## src/ecc_regs.svh

```systemverilog
// Functional notes
// - Checking is off after system reset; no error reported until enabled.
// - Writing 0 to the check enable bit turns checking off.
// - Check bits are always generated and stored, even with checking off.
// - Errors on an invalid instruction cache line are ignored.
// - Cache line init op writes the tag so the line becomes invalid.
// - Only uncorrectable (2 bit) errors raise an exception.
// - Every read of a bad register entry raises a new exception, handler too.
// - Handler loop indicator is driven on the event outputs for outside logic.
// - Armed tag inject field corrupts the tag write at next line fill start.
// - Tag inject field returns to no-injection after the injection.
// - Injected tag error is reported when the jump target is reached.
// - Data inject: first fetch injects, second execution reports.
// - Armed translation inject corrupts next entry write and flushes micro buffer.
// - Translation errors checked on hardware micro buffer reads and software reads.
// - Software translation read error sets the translation error flag.
// - Armed register inject corrupts next write to a non-zero register, then disarms.
// - Reading a corrupted register on source port A raises the exception.
// - Translation error on instruction access records cause 18, general vector.
// - Register file error records cause 20, general vector.
`ifndef ECC_REGS_SVH
`define ECC_REGS_SVH
`define ECC_CONFIG_OFF 4'h0
`define ECC_INJ_OFF 4'h4
`define ECC_TRANSLATION_MISC_CONTROL_OFF 4'h8
`define ECC_CFG_EN_BIT 0
`define ECC_CFG_RST 1'b0
`define ECC_INJ_TAG_LSB 0
`define ECC_INJ_DAT_LSB 2
`define ECC_INJ_TLB_LSB 4
`define ECC_INJ_RF_LSB 6
`define ECC_TRANSLATION_MISC_CONTROL_RD_BIT 0
`define ECC_TRANSLATION_MISC_CONTROL_EE_BIT 1
`define ECC_CHK_W 8
`define ECC_MASK_SINGLE 8'h01
`define ECC_MASK_DOUBLE 8'h03
`define ECC_CAUSE_TLB 5'h12
`define ECC_CAUSE_RF 5'h14
`define ECC_CAUSE_ICACHE 5'h1E
`endif

```

## src/ecc_pkg.sv

```systemverilog
`include "ecc_regs.svh"
package ecc_pkg;
  typedef enum logic [1:0] {NO_INJECTION_CODE, INJECT_SINGLE_CODE, INJECT_DOUBLE_CODE, INJECT_RESERVED} ecc_inj_t;
  typedef struct packed
  {
    logic wr;
    logic [`ECC_CHK_W-1:0] chk;
  } ecc_wr_t;
  typedef struct packed
  {
    logic rd;
    logic sgl;
    logic dbl;
  } ecc_rd_t;
  typedef struct packed
  {
    logic corrected;
    logic uncorrected;
    logic handler_loop;
  } ecc_event_t;
endpackage

```

## src/ecc_ctrl.sv

```systemverilog
// Chosen here: the register offsets and the strobed register port.
`timescale 1ns/1ps
`include "ecc_regs.svh"
module ecc_ctrl
  import ecc_pkg::*;
(
  // Clock and reset
  input wire logic CLK_IN,
  input wire logic RST_IN,
  // Control register port
  input wire logic [3:0] REG_ADDR_IN,
  input wire logic [31:0] REG_WDATA_IN,
  input wire logic REG_WR_IN,
  input wire logic REG_RD_IN,
  output logic [31:0] REG_RDATA_OUT,
  // Protected RAM writes
  input wire ecc_wr_t TAG_WR_IN,
  input wire logic TAG_VALID_IN,
  input wire logic LINE_INIT_IN,
  input wire ecc_wr_t DAT_WR_IN,
  input wire logic DAT_FIRST_IN,
  input wire ecc_wr_t TLB_WR_IN,
  input wire ecc_wr_t RF_WR_IN,
  input wire logic [4:0] RF_WR_IDX_IN,
  output ecc_wr_t TAG_WR_OUT,
  output logic TAG_VALID_OUT,
  output ecc_wr_t DAT_WR_OUT,
  output ecc_wr_t TLB_WR_OUT,
  output ecc_wr_t RF_WR_OUT,
  output logic MICRO_TRANSLATION_BUFFER_FLUSH_OUT,
  // Protected RAM read checks
  input wire ecc_rd_t TAG_RD_IN,
  input wire ecc_rd_t DAT_RD_IN,
  input wire logic LINE_VALID_IN,
  input wire ecc_rd_t TLB_RD_IN,
  input wire logic TLB_RD_SW_IN,
  input wire ecc_rd_t RF_RDA_IN,
  input wire ecc_rd_t RF_RDB_IN,
  input wire logic IN_HANDLER_IN,
  // Exceptions and events
  output logic TLB_SW_RD_OUT,
  output logic EXC_OUT,
  output logic [4:0] EXC_CAUSE_OUT,
  output ecc_event_t EVENT_OUT
);

  function automatic logic [`ECC_CHK_W-1:0] inj_mask(input ecc_inj_t code);
    case (code)
      INJECT_SINGLE_CODE: inj_mask = `ECC_MASK_SINGLE;
      INJECT_DOUBLE_CODE: inj_mask = `ECC_MASK_DOUBLE;
      default: inj_mask = '0;
    endcase
  endfunction

  function automatic logic armed(input ecc_inj_t code);
    armed = (code == INJECT_SINGLE_CODE) || (code == INJECT_DOUBLE_CODE);
  endfunction

  function automatic ecc_wr_t corrupt(input ecc_wr_t w, input logic hit, input ecc_inj_t code);
    corrupt = w;
    if (hit)
    begin
      corrupt.chk = w.chk ^ inj_mask(code);
    end
  endfunction

  logic check_enable_bit;
  ecc_inj_t tag_inj;
  ecc_inj_t dat_inj;
  ecc_inj_t tlb_inj;
  ecc_inj_t rf_inj;
  logic translation_error_flag;
  logic next_check_enable_bit;
  ecc_inj_t next_tag_inj;
  ecc_inj_t next_dat_inj;
  ecc_inj_t next_tlb_inj;
  ecc_inj_t next_rf_inj;
  logic next_translation_error_flag;
  logic [31:0] next_rdata;

  logic cfg_wr;
  logic inj_wr;
  logic misc_wr;
  logic tag_hit;
  logic dat_hit;
  logic tlb_hit;
  logic rf_hit;

  assign cfg_wr = REG_WR_IN && (REG_ADDR_IN == `ECC_CONFIG_OFF);
  assign inj_wr = REG_WR_IN && (REG_ADDR_IN == `ECC_INJ_OFF);
  assign misc_wr = REG_WR_IN && (REG_ADDR_IN == `ECC_TRANSLATION_MISC_CONTROL_OFF);
  // Injection points: fill start tag write, first data beat, entry write, non-zero register
  assign tag_hit = TAG_WR_IN.wr && !LINE_INIT_IN && armed(tag_inj);
  assign dat_hit = DAT_WR_IN.wr && DAT_FIRST_IN && armed(dat_inj);
  assign tlb_hit = TLB_WR_IN.wr && armed(tlb_inj);
  assign rf_hit = RF_WR_IN.wr && (RF_WR_IDX_IN != 5'h00) && armed(rf_inj);

  // Uncorrectable and corrected detections
  logic ic_dbl;
  logic tlb_hw_dbl;
  logic tlb_sw_dbl;
  logic rf_dbl;
  logic any_sgl;
  logic any_dbl;
  assign ic_dbl = LINE_VALID_IN && ((TAG_RD_IN.rd && TAG_RD_IN.dbl) || (DAT_RD_IN.rd && DAT_RD_IN.dbl));
  assign tlb_hw_dbl = TLB_RD_IN.rd && TLB_RD_IN.dbl && !TLB_RD_SW_IN;
  assign tlb_sw_dbl = TLB_RD_IN.rd && TLB_RD_IN.dbl && TLB_RD_SW_IN;
  assign rf_dbl = (RF_RDA_IN.rd && RF_RDA_IN.dbl) || (RF_RDB_IN.rd && RF_RDB_IN.dbl);
  assign any_sgl = (LINE_VALID_IN && ((TAG_RD_IN.rd && TAG_RD_IN.sgl) || (DAT_RD_IN.rd && DAT_RD_IN.sgl)))
    || (TLB_RD_IN.rd && TLB_RD_IN.sgl) || (RF_RDA_IN.rd && RF_RDA_IN.sgl) || (RF_RDB_IN.rd && RF_RDB_IN.sgl);
  assign any_dbl = ic_dbl || tlb_hw_dbl || tlb_sw_dbl || rf_dbl;

  // Control state
  always_comb
  begin
    next_check_enable_bit = check_enable_bit;
    next_tag_inj = tag_inj;
    next_dat_inj = dat_inj;
    next_tlb_inj = tlb_inj;
    next_rf_inj = rf_inj;
    next_translation_error_flag = translation_error_flag;
    if (cfg_wr)
    begin
      next_check_enable_bit = REG_WDATA_IN[`ECC_CFG_EN_BIT];
    end
    // One corrupted write per arming; a software write the same cycle wins
    if (tag_hit)
    begin
      next_tag_inj = NO_INJECTION_CODE;
    end
    if (dat_hit)
    begin
      next_dat_inj = NO_INJECTION_CODE;
    end
    if (tlb_hit)
    begin
      next_tlb_inj = NO_INJECTION_CODE;
    end
    if (rf_hit)
    begin
      next_rf_inj = NO_INJECTION_CODE;
    end
    if (inj_wr)
    begin
      next_tag_inj = ecc_inj_t'(REG_WDATA_IN[`ECC_INJ_TAG_LSB +: 2]);
      next_dat_inj = ecc_inj_t'(REG_WDATA_IN[`ECC_INJ_DAT_LSB +: 2]);
      next_tlb_inj = ecc_inj_t'(REG_WDATA_IN[`ECC_INJ_TLB_LSB +: 2]);
      next_rf_inj = ecc_inj_t'(REG_WDATA_IN[`ECC_INJ_RF_LSB +: 2]);
    end
    if (misc_wr)
    begin
      next_translation_error_flag = REG_WDATA_IN[`ECC_TRANSLATION_MISC_CONTROL_EE_BIT];
    end
    // Hardware set wins over software clear
    if (check_enable_bit && tlb_sw_dbl)
    begin
      next_translation_error_flag = 1'b1;
    end
  end

  always_ff @(posedge CLK_IN or posedge RST_IN)
  begin
    if (RST_IN)
    begin
      check_enable_bit <= `ECC_CFG_RST;
      tag_inj <= NO_INJECTION_CODE;
      dat_inj <= NO_INJECTION_CODE;
      tlb_inj <= NO_INJECTION_CODE;
      rf_inj <= NO_INJECTION_CODE;
      translation_error_flag <= 1'b0;
    end
    else
    begin
      check_enable_bit <= next_check_enable_bit;
      tag_inj <= next_tag_inj;
      dat_inj <= next_dat_inj;
      tlb_inj <= next_tlb_inj;
      rf_inj <= next_rf_inj;
      translation_error_flag <= next_translation_error_flag;
    end
  end

  // Register read data, one cycle after the strobe
  always_comb
  begin
    next_rdata = 32'h00000000;
    if (REG_RD_IN)
    begin
      case (REG_ADDR_IN)
        `ECC_CONFIG_OFF: next_rdata[`ECC_CFG_EN_BIT] = check_enable_bit;
        `ECC_INJ_OFF:
        begin
          next_rdata[`ECC_INJ_TAG_LSB +: 2] = tag_inj;
          next_rdata[`ECC_INJ_DAT_LSB +: 2] = dat_inj;
          next_rdata[`ECC_INJ_TLB_LSB +: 2] = tlb_inj;
          next_rdata[`ECC_INJ_RF_LSB +: 2] = rf_inj;
        end
        `ECC_TRANSLATION_MISC_CONTROL_OFF: next_rdata[`ECC_TRANSLATION_MISC_CONTROL_EE_BIT] = translation_error_flag;
        default: next_rdata = 32'h00000000;
      endcase
    end
  end

  // RAM write path and exception reporting
  ecc_wr_t next_tag_wr;
  ecc_wr_t next_dat_wr;
  ecc_wr_t next_tlb_wr;
  ecc_wr_t next_rf_wr;
  logic next_tag_valid;
  logic next_exc;
  logic [4:0] next_cause;
  ecc_event_t next_event;

  always_comb
  begin
    // Check bits pass through whatever the enable state
    next_tag_wr = corrupt(TAG_WR_IN, tag_hit, tag_inj);
    next_tag_wr.wr = TAG_WR_IN.wr || LINE_INIT_IN;
    next_tag_valid = TAG_VALID_IN && !LINE_INIT_IN;
    next_dat_wr = corrupt(DAT_WR_IN, dat_hit, dat_inj);
    next_tlb_wr = corrupt(TLB_WR_IN, tlb_hit, tlb_inj);
    next_rf_wr = corrupt(RF_WR_IN, rf_hit, rf_inj);
    next_exc = 1'b0;
    next_cause = 5'h00;
    // Single errors corrected silently; priority translation, cache, register
    if (check_enable_bit)
    begin
      if (tlb_hw_dbl)
      begin
        next_exc = 1'b1;
        next_cause = `ECC_CAUSE_TLB;
      end
      else if (ic_dbl)
      begin
        next_exc = 1'b1;
        next_cause = `ECC_CAUSE_ICACHE;
      end
      else if (rf_dbl)
      begin
        next_exc = 1'b1;
        next_cause = `ECC_CAUSE_RF;
      end
    end
    next_event.corrected = check_enable_bit && any_sgl;
    next_event.uncorrected = check_enable_bit && any_dbl;
    next_event.handler_loop = check_enable_bit && any_dbl && IN_HANDLER_IN;
  end

  always_ff @(posedge CLK_IN or posedge RST_IN)
  begin
    if (RST_IN)
    begin
      REG_RDATA_OUT <= 32'h00000000;
      TAG_WR_OUT <= '0;
      TAG_VALID_OUT <= 1'b0;
      DAT_WR_OUT <= '0;
      TLB_WR_OUT <= '0;
      RF_WR_OUT <= '0;
      MICRO_TRANSLATION_BUFFER_FLUSH_OUT <= 1'b0;
      TLB_SW_RD_OUT <= 1'b0;
      EXC_OUT <= 1'b0;
      EXC_CAUSE_OUT <= 5'h00;
      EVENT_OUT <= '0;
    end
    else
    begin
      REG_RDATA_OUT <= next_rdata;
      TAG_WR_OUT <= next_tag_wr;
      TAG_VALID_OUT <= next_tag_valid;
      DAT_WR_OUT <= next_dat_wr;
      TLB_WR_OUT <= next_tlb_wr;
      RF_WR_OUT <= next_rf_wr;
      MICRO_TRANSLATION_BUFFER_FLUSH_OUT <= tlb_hit;
      TLB_SW_RD_OUT <= misc_wr && REG_WDATA_IN[`ECC_TRANSLATION_MISC_CONTROL_RD_BIT];
      EXC_OUT <= next_exc;
      EXC_CAUSE_OUT <= next_cause;
      EVENT_OUT <= next_event;
    end
  end

  property p_off_no_exc;
    @(posedge CLK_IN) disable iff (RST_IN) !check_enable_bit |=> !EXC_OUT && !EVENT_OUT.uncorrected;
  endproperty
  a_off_no_exc: assert property (p_off_no_exc) else $error("exception while checking off");

  property p_disable;
    @(posedge CLK_IN) disable iff (RST_IN) cfg_wr && !REG_WDATA_IN[`ECC_CFG_EN_BIT] |=> !check_enable_bit;
  endproperty
  a_disable: assert property (p_disable) else $error("enable not cleared");

  property p_chk_pass;
    @(posedge CLK_IN) disable iff (RST_IN) RF_WR_IN.wr && !rf_hit |=> RF_WR_OUT.chk == $past(RF_WR_IN.chk);
  endproperty
  a_chk_pass: assert property (p_chk_pass) else $error("check bits altered");

  property p_invalid_line;
    @(posedge CLK_IN) disable iff (RST_IN) EXC_OUT && EXC_CAUSE_OUT == `ECC_CAUSE_ICACHE |-> $past(LINE_VALID_IN);
  endproperty
  a_invalid_line: assert property (p_invalid_line) else $error("error on invalid line reported");

  property p_line_init;
    @(posedge CLK_IN) disable iff (RST_IN) LINE_INIT_IN |=> TAG_WR_OUT.wr && !TAG_VALID_OUT;
  endproperty
  a_line_init: assert property (p_line_init) else $error("init did not invalidate line");

  property p_tag_inj;
    @(posedge CLK_IN) disable iff (RST_IN) tag_hit && !inj_wr
      |=> TAG_WR_OUT.chk == ($past(TAG_WR_IN.chk) ^ inj_mask($past(tag_inj))) && tag_inj == NO_INJECTION_CODE;
  endproperty
  a_tag_inj: assert property (p_tag_inj) else $error("tag injection wrong");

  property p_tlb_flush;
    @(posedge CLK_IN) disable iff (RST_IN) tlb_hit |=> MICRO_TRANSLATION_BUFFER_FLUSH_OUT ##1 (!MICRO_TRANSLATION_BUFFER_FLUSH_OUT || $past(tlb_hit));
  endproperty
  a_tlb_flush: assert property (p_tlb_flush) else $error("micro buffer not flushed");

  property p_sw_ee;
    @(posedge CLK_IN) disable iff (RST_IN) check_enable_bit && tlb_sw_dbl |=> translation_error_flag;
  endproperty
  a_sw_ee: assert property (p_sw_ee) else $error("translation error flag not set");

  property p_rf_cause;
    @(posedge CLK_IN) disable iff (RST_IN) check_enable_bit && RF_RDA_IN.rd && RF_RDA_IN.dbl && !tlb_hw_dbl && !ic_dbl
      |=> EXC_OUT && EXC_CAUSE_OUT == `ECC_CAUSE_RF;
  endproperty
  a_rf_cause: assert property (p_rf_cause) else $error("register error not reported");

  property p_loop;
    @(posedge CLK_IN) disable iff (RST_IN) check_enable_bit && any_dbl && IN_HANDLER_IN |=> EVENT_OUT.handler_loop;
  endproperty
  a_loop: assert property (p_loop) else $error("handler loop indicator missing");

endmodule

```

## config.mk

```make
export PLATFORM = sky130hd
export DESIGN_NAME = ecc_ctrl
export DESIGN_NICKNAME = d
export VERILOG_FILES = /design/src/ecc_pkg.sv /design/src/ecc_ctrl.sv
export VERILOG_INCLUDE_DIRS = /design/src
export SDC_FILE = /design/constraint.sdc
export NUM_CORES = 1
export LEC_CHECK = 0
export BUFFER_PORTS_ARGS = -buffer_cell sky130_fd_sc_hd__buf_4
export CAP_MARGIN = 10
export CELL_PAD_IN_SITES_DETAIL_PLACEMENT = 1
export CELL_PAD_IN_SITES_GLOBAL_PLACEMENT = 1
export CORE_MARGIN = 4
export CORE_UTILIZATION = 31
export CTS_CLUSTER_DIAMETER = 50
export DETAILED_ROUTE_END_ITERATION = 7
export GPL_ROUTABILITY_DRIVEN = 0
export PLACE_DENSITY = 0.82
export SLEW_MARGIN = 20
export SYNTH_ARGS = -nofsm -noshare
export SYNTH_HDL_FRONTEND = slang
export SYNTH_SLANG_ARGS = --single-unit
```

## constraint.sdc

```tcl
create_clock -name CLK_IN -period 3.3 [get_ports CLK_IN]
set_input_delay 0 -clock CLK_IN [delete_from_list [all_inputs] [get_ports CLK_IN]]
set_output_delay 0 -clock CLK_IN [all_outputs]
set_load 0.005 [all_outputs]
```

==> reports/qor.txt <==
status: finished clean
Final Total Pwr: 2.21 mW
row count: 32
delay-heaviest family, CP: buffers and inverters
post-route DRC violation count: 0
clock latency on the worst-skew pair: 0.33 ns
crit-path most repeated cell: dlygate4sd3_1
PwrDens: 515 nW/um2
post-route ant nets: 0
Min Clock Period, post-route: 1.68 ns
worst r2r path cells: 4
drt pass-1 iters: 4
Die Ht: 97.1 um
xor and xnor area share after synthesis: 2.85%
CP max stage delay: 0.56 ns
CP bufs+invs: 4
r2r endpoint: tag_inj[1]
core area: 7730 um2
CP Capture Type: register
R2R Setup Slk: 1.66 ns
1st-iter DRT viols: 34
initial antenna violation count: 0
HP Class: in2reg
CTS Buffer Depth: 2
setup violators final: 0
Cell Chain, Critical Path: dlygate4sd3_1 > buf_4 > nand2_1 > dlygate4sd3_1 > a21oi_1 > dlygate4sd3_1
Int Power: 1.66 mW
Top FF cell, synth: dfrtp_1
fmax: 0.595 GHz
filler cell count: 824
Via density: 4.28
vias: 2117
proportion of power drawn by combinational gates: 19.4%
dpl ws: 1.64 ns
RSZ-0062 raised after global routing: false
Post-Syn Area: 2460 um2
clock-pin slew of the registers on the worst-case setup and hold paths: 0.08 ns
Worst EP required: 3.51 ns
layout cells sized above 1: 39.7%
Worst R2R Start: tag_inj[1]
Max-Cap Viols: 0
DR WL/cell: 17.2 um
Layout Skew: 0.00656 ns
Peak VDD IR: 0.000213 V
hold path depth: 3
vias in the first global route: 2417
Rel. slew slack: 55.5%
TritonCTS clock tree: yes
met2 wire len: 4.47 mm
Chip Width: 97.1 um
crit path launch type: input port
Port Buffers: 132
Cell variety after synth: 37
first-pass GRT wire length: 13.5 mm
mux share of post-synthesis cell area: 2.24%
Avg Cell Area, Syn: 12.8 um2
Starting Density: 31.8%
hold_sp: TLB_RD_IN[0]
dpl hpwl: 5.51 mm
IO Count: 182
worst-case setup margin in the final layout: 1.62 ns
Final Max Slew Viols: 0
Worst path slowest cell: dlygate4sd3_1
worst hold margin: 0.0431 ns
Yosys warning count: 0
post-synthesis sequential area ratio: 66.1%
largest family of logic cells by synthesized area: buffers and inverters
Hold EP: EVENT_OUT[0]
H-tree lvl count: 3
Resized Gates After CTS: 0
hold buffers post-CTS: 55
Total GRT Usage: 18.6%
Final Hold Vio Count: 0
adder-cell share of the synthesized area: 2.03%
Leak: 2.15 nW
grt total ovfl: 0
fraction of registers with async set/reset: 100%
area grow syn2layout: 74.1%
compound-gate portion of the synthesized area: 7.17%
ANT cells: 0
Final Cycle Share: 50.9%
Seq pwr share: 42.4%
CTS Sinks: 65
Critical Path Fanout Max: 3
Crit Path Category: in2reg
Syn Inst Count: 192
Clock power frac: 38.2%
Post-synth EDFFs: 0
P_sw: 0.548 mW
largest net degree at the start of global routing: 40
final net count: 494
Root Driver: clkbuf_8
Routed met3 length: 622 um
Arr. time, crit path: 1.89 ns
total CTS buffers: 9
post-synthesis simple-gate area fraction: 9.31%
Worst Tran Pin Value: 0.667 ns
die area: 9420 um2
setup TNS: 0 ns
Met1 Wirelength: 3.30 mm
switching portion of total power: 24.9%
routed wire length: 8.49 mm
setup bufs post-CTS: 0
Yosys reg bits: 65
uppermost routed layer: met4
## metal layers
| layer | GRT usage, % | up-vias |
|---|---|---|
| li1 | - | 979 |
| met1 | 21.8 | 1019 |
| met2 | 33.2 | 111 |
| met3 | 4.81 | 8 |
| met4 | 5.62 | 0 |
| met5 | 0 | - |
## placed cells by master (no fill, tap or decap), drive strengths merged, types with 2 or more instances in the layout
| cell | count |
|---|---|
| a21boi | 5 |
| a21oi | 3 |
| a222oi | 2 |
| a22o | 2 |
| and2 | 3 |
| buf | 133 |
| bufinv | 3 |
| clkbuf | 10 |
| clkinv | 2 |
| conb | 25 |
| dfrtp | 65 |
| dlygate4sd3 | 55 |
| ha | 4 |
| inv | 14 |
| mux2 | 4 |
| nand2 | 10 |
| nand2b | 2 |
| nand3b | 2 |
| nor2 | 9 |
| nor2b | 3 |
| nor3 | 5 |
| o211ai | 3 |
| o21ai | 6 |
| o22ai | 3 |
| or2 | 2 |
| xnor2 | 5 |
| xor2 | 3 |
## worst min-delay path, cell delays in order
cell and delay (ns):
buf_4 0.11, nand2_1 0.14, a21oi_1 0.09
## synthesized netlist by cell type (all sizes together) (3+ instances only)
master  count  area [um2]
mux2        4        45.0
ha          4        50.1
dfrtp      65        1630
o22ai       3        18.8
inv        14        52.6
o21ai       6        30.0
a21oi       3        15.0
xnor2       5        43.8
nand2      10        37.5
buf        26         193
nor2        9        41.3
nor2b       3        18.8
xor2        3        26.3
nor3        5        25.0
and2        3        18.8
a21boi      5        37.5
o211ai      3        22.5
## state kept, by name, indices dropped and copies added (netlist names)
register	flops
rf_inj	2
EXC_CAUSE_OUT	4
check_enable_bit	1
TAG_VALID_OUT	1
REG_RDATA_OUT	8
tlb_inj	2
TLB_WR_OUT	9
MICRO_TRANSLATION_BUFFER_FLUSH_OUT	1
TLB_SW_RD_OUT	1
tag_inj	2
EXC_OUT	1
RF_WR_OUT	9
DAT_WR_OUT	9
TAG_WR_OUT	9
EVENT_OUT	3
dat_inj	2
translation_error_flag	1
## kinds of logic after synthesis
| family | Yosys count |
|---|---|
| AO/OA/AOI/OAI | 26 |
| XOR/XNOR | 8 |
| adder cells (fa/ha/maj) | 4 |
| buffers and inverters | 41 |
| flip-flops | 65 |
| multiplexers | 5 |
| other | 1 |
| AND/OR/NAND/NOR | 42 |
## stage by stage
stage / util, % / instance area, um2 / instances
3_5_place_dp: 45.0 / 3480 / 424
5_1_grt: 55.4 / 4280 / 495
2_1_floorplan: - / 2550 / 216
4_1_cts: 55.4 / 4280 / 495
3_3_place_gp: 45.0 / 3480 / 424
6_report: 55.4 / 4280 / 495
## worst max-delay path by stage
stage / endpoint / startpoint / slack [ns] / cells after the start
2_1_floorplan: DAT_WR_OUT[0] / RST_IN / 1.67 / 1
3_3_place_gp: tag_inj[1] / tag_inj[0] / 1.73 / 5
3_5_place_dp: tag_inj[1] / tag_inj[1] / 1.64 / 4
4_1_cts: tag_inj[1] / tag_inj[1] / 1.62 / 4
5_1_grt: tag_inj[1] / tag_inj[0] / 1.48 / 5
6_report: REG_RDATA_OUT[1] / REG_RD_IN / 1.62 / 6
## cell type report
type / instances / area, um2 / share of cell area, %
flip-flops and latches: 65 / 1630 / 38.0
repair buffers: 188 / 1550 / 36.2
multi-input cells: 110 / 674 / 15.7
clock buffers: 10 / 138 / 3.21
well taps: 102 / 128 / 2.98
clock inverters: 6 / 115 / 2.69
inverters: 14 / 52.6 / 1.23
## power groups by stage
stage                     combinational, mW  clock, mW  sequential (mW)
after floorplan                       0.175          0            0.938
after global placement                0.348          0            0.942
after detailed placement              0.370          0            0.949
after CTS                             0.425      0.857            0.933
after global routing                  0.475      0.908            0.947
final                                 0.427      0.842            0.936
No activity file was read; power rests on OpenSTA's default activity.
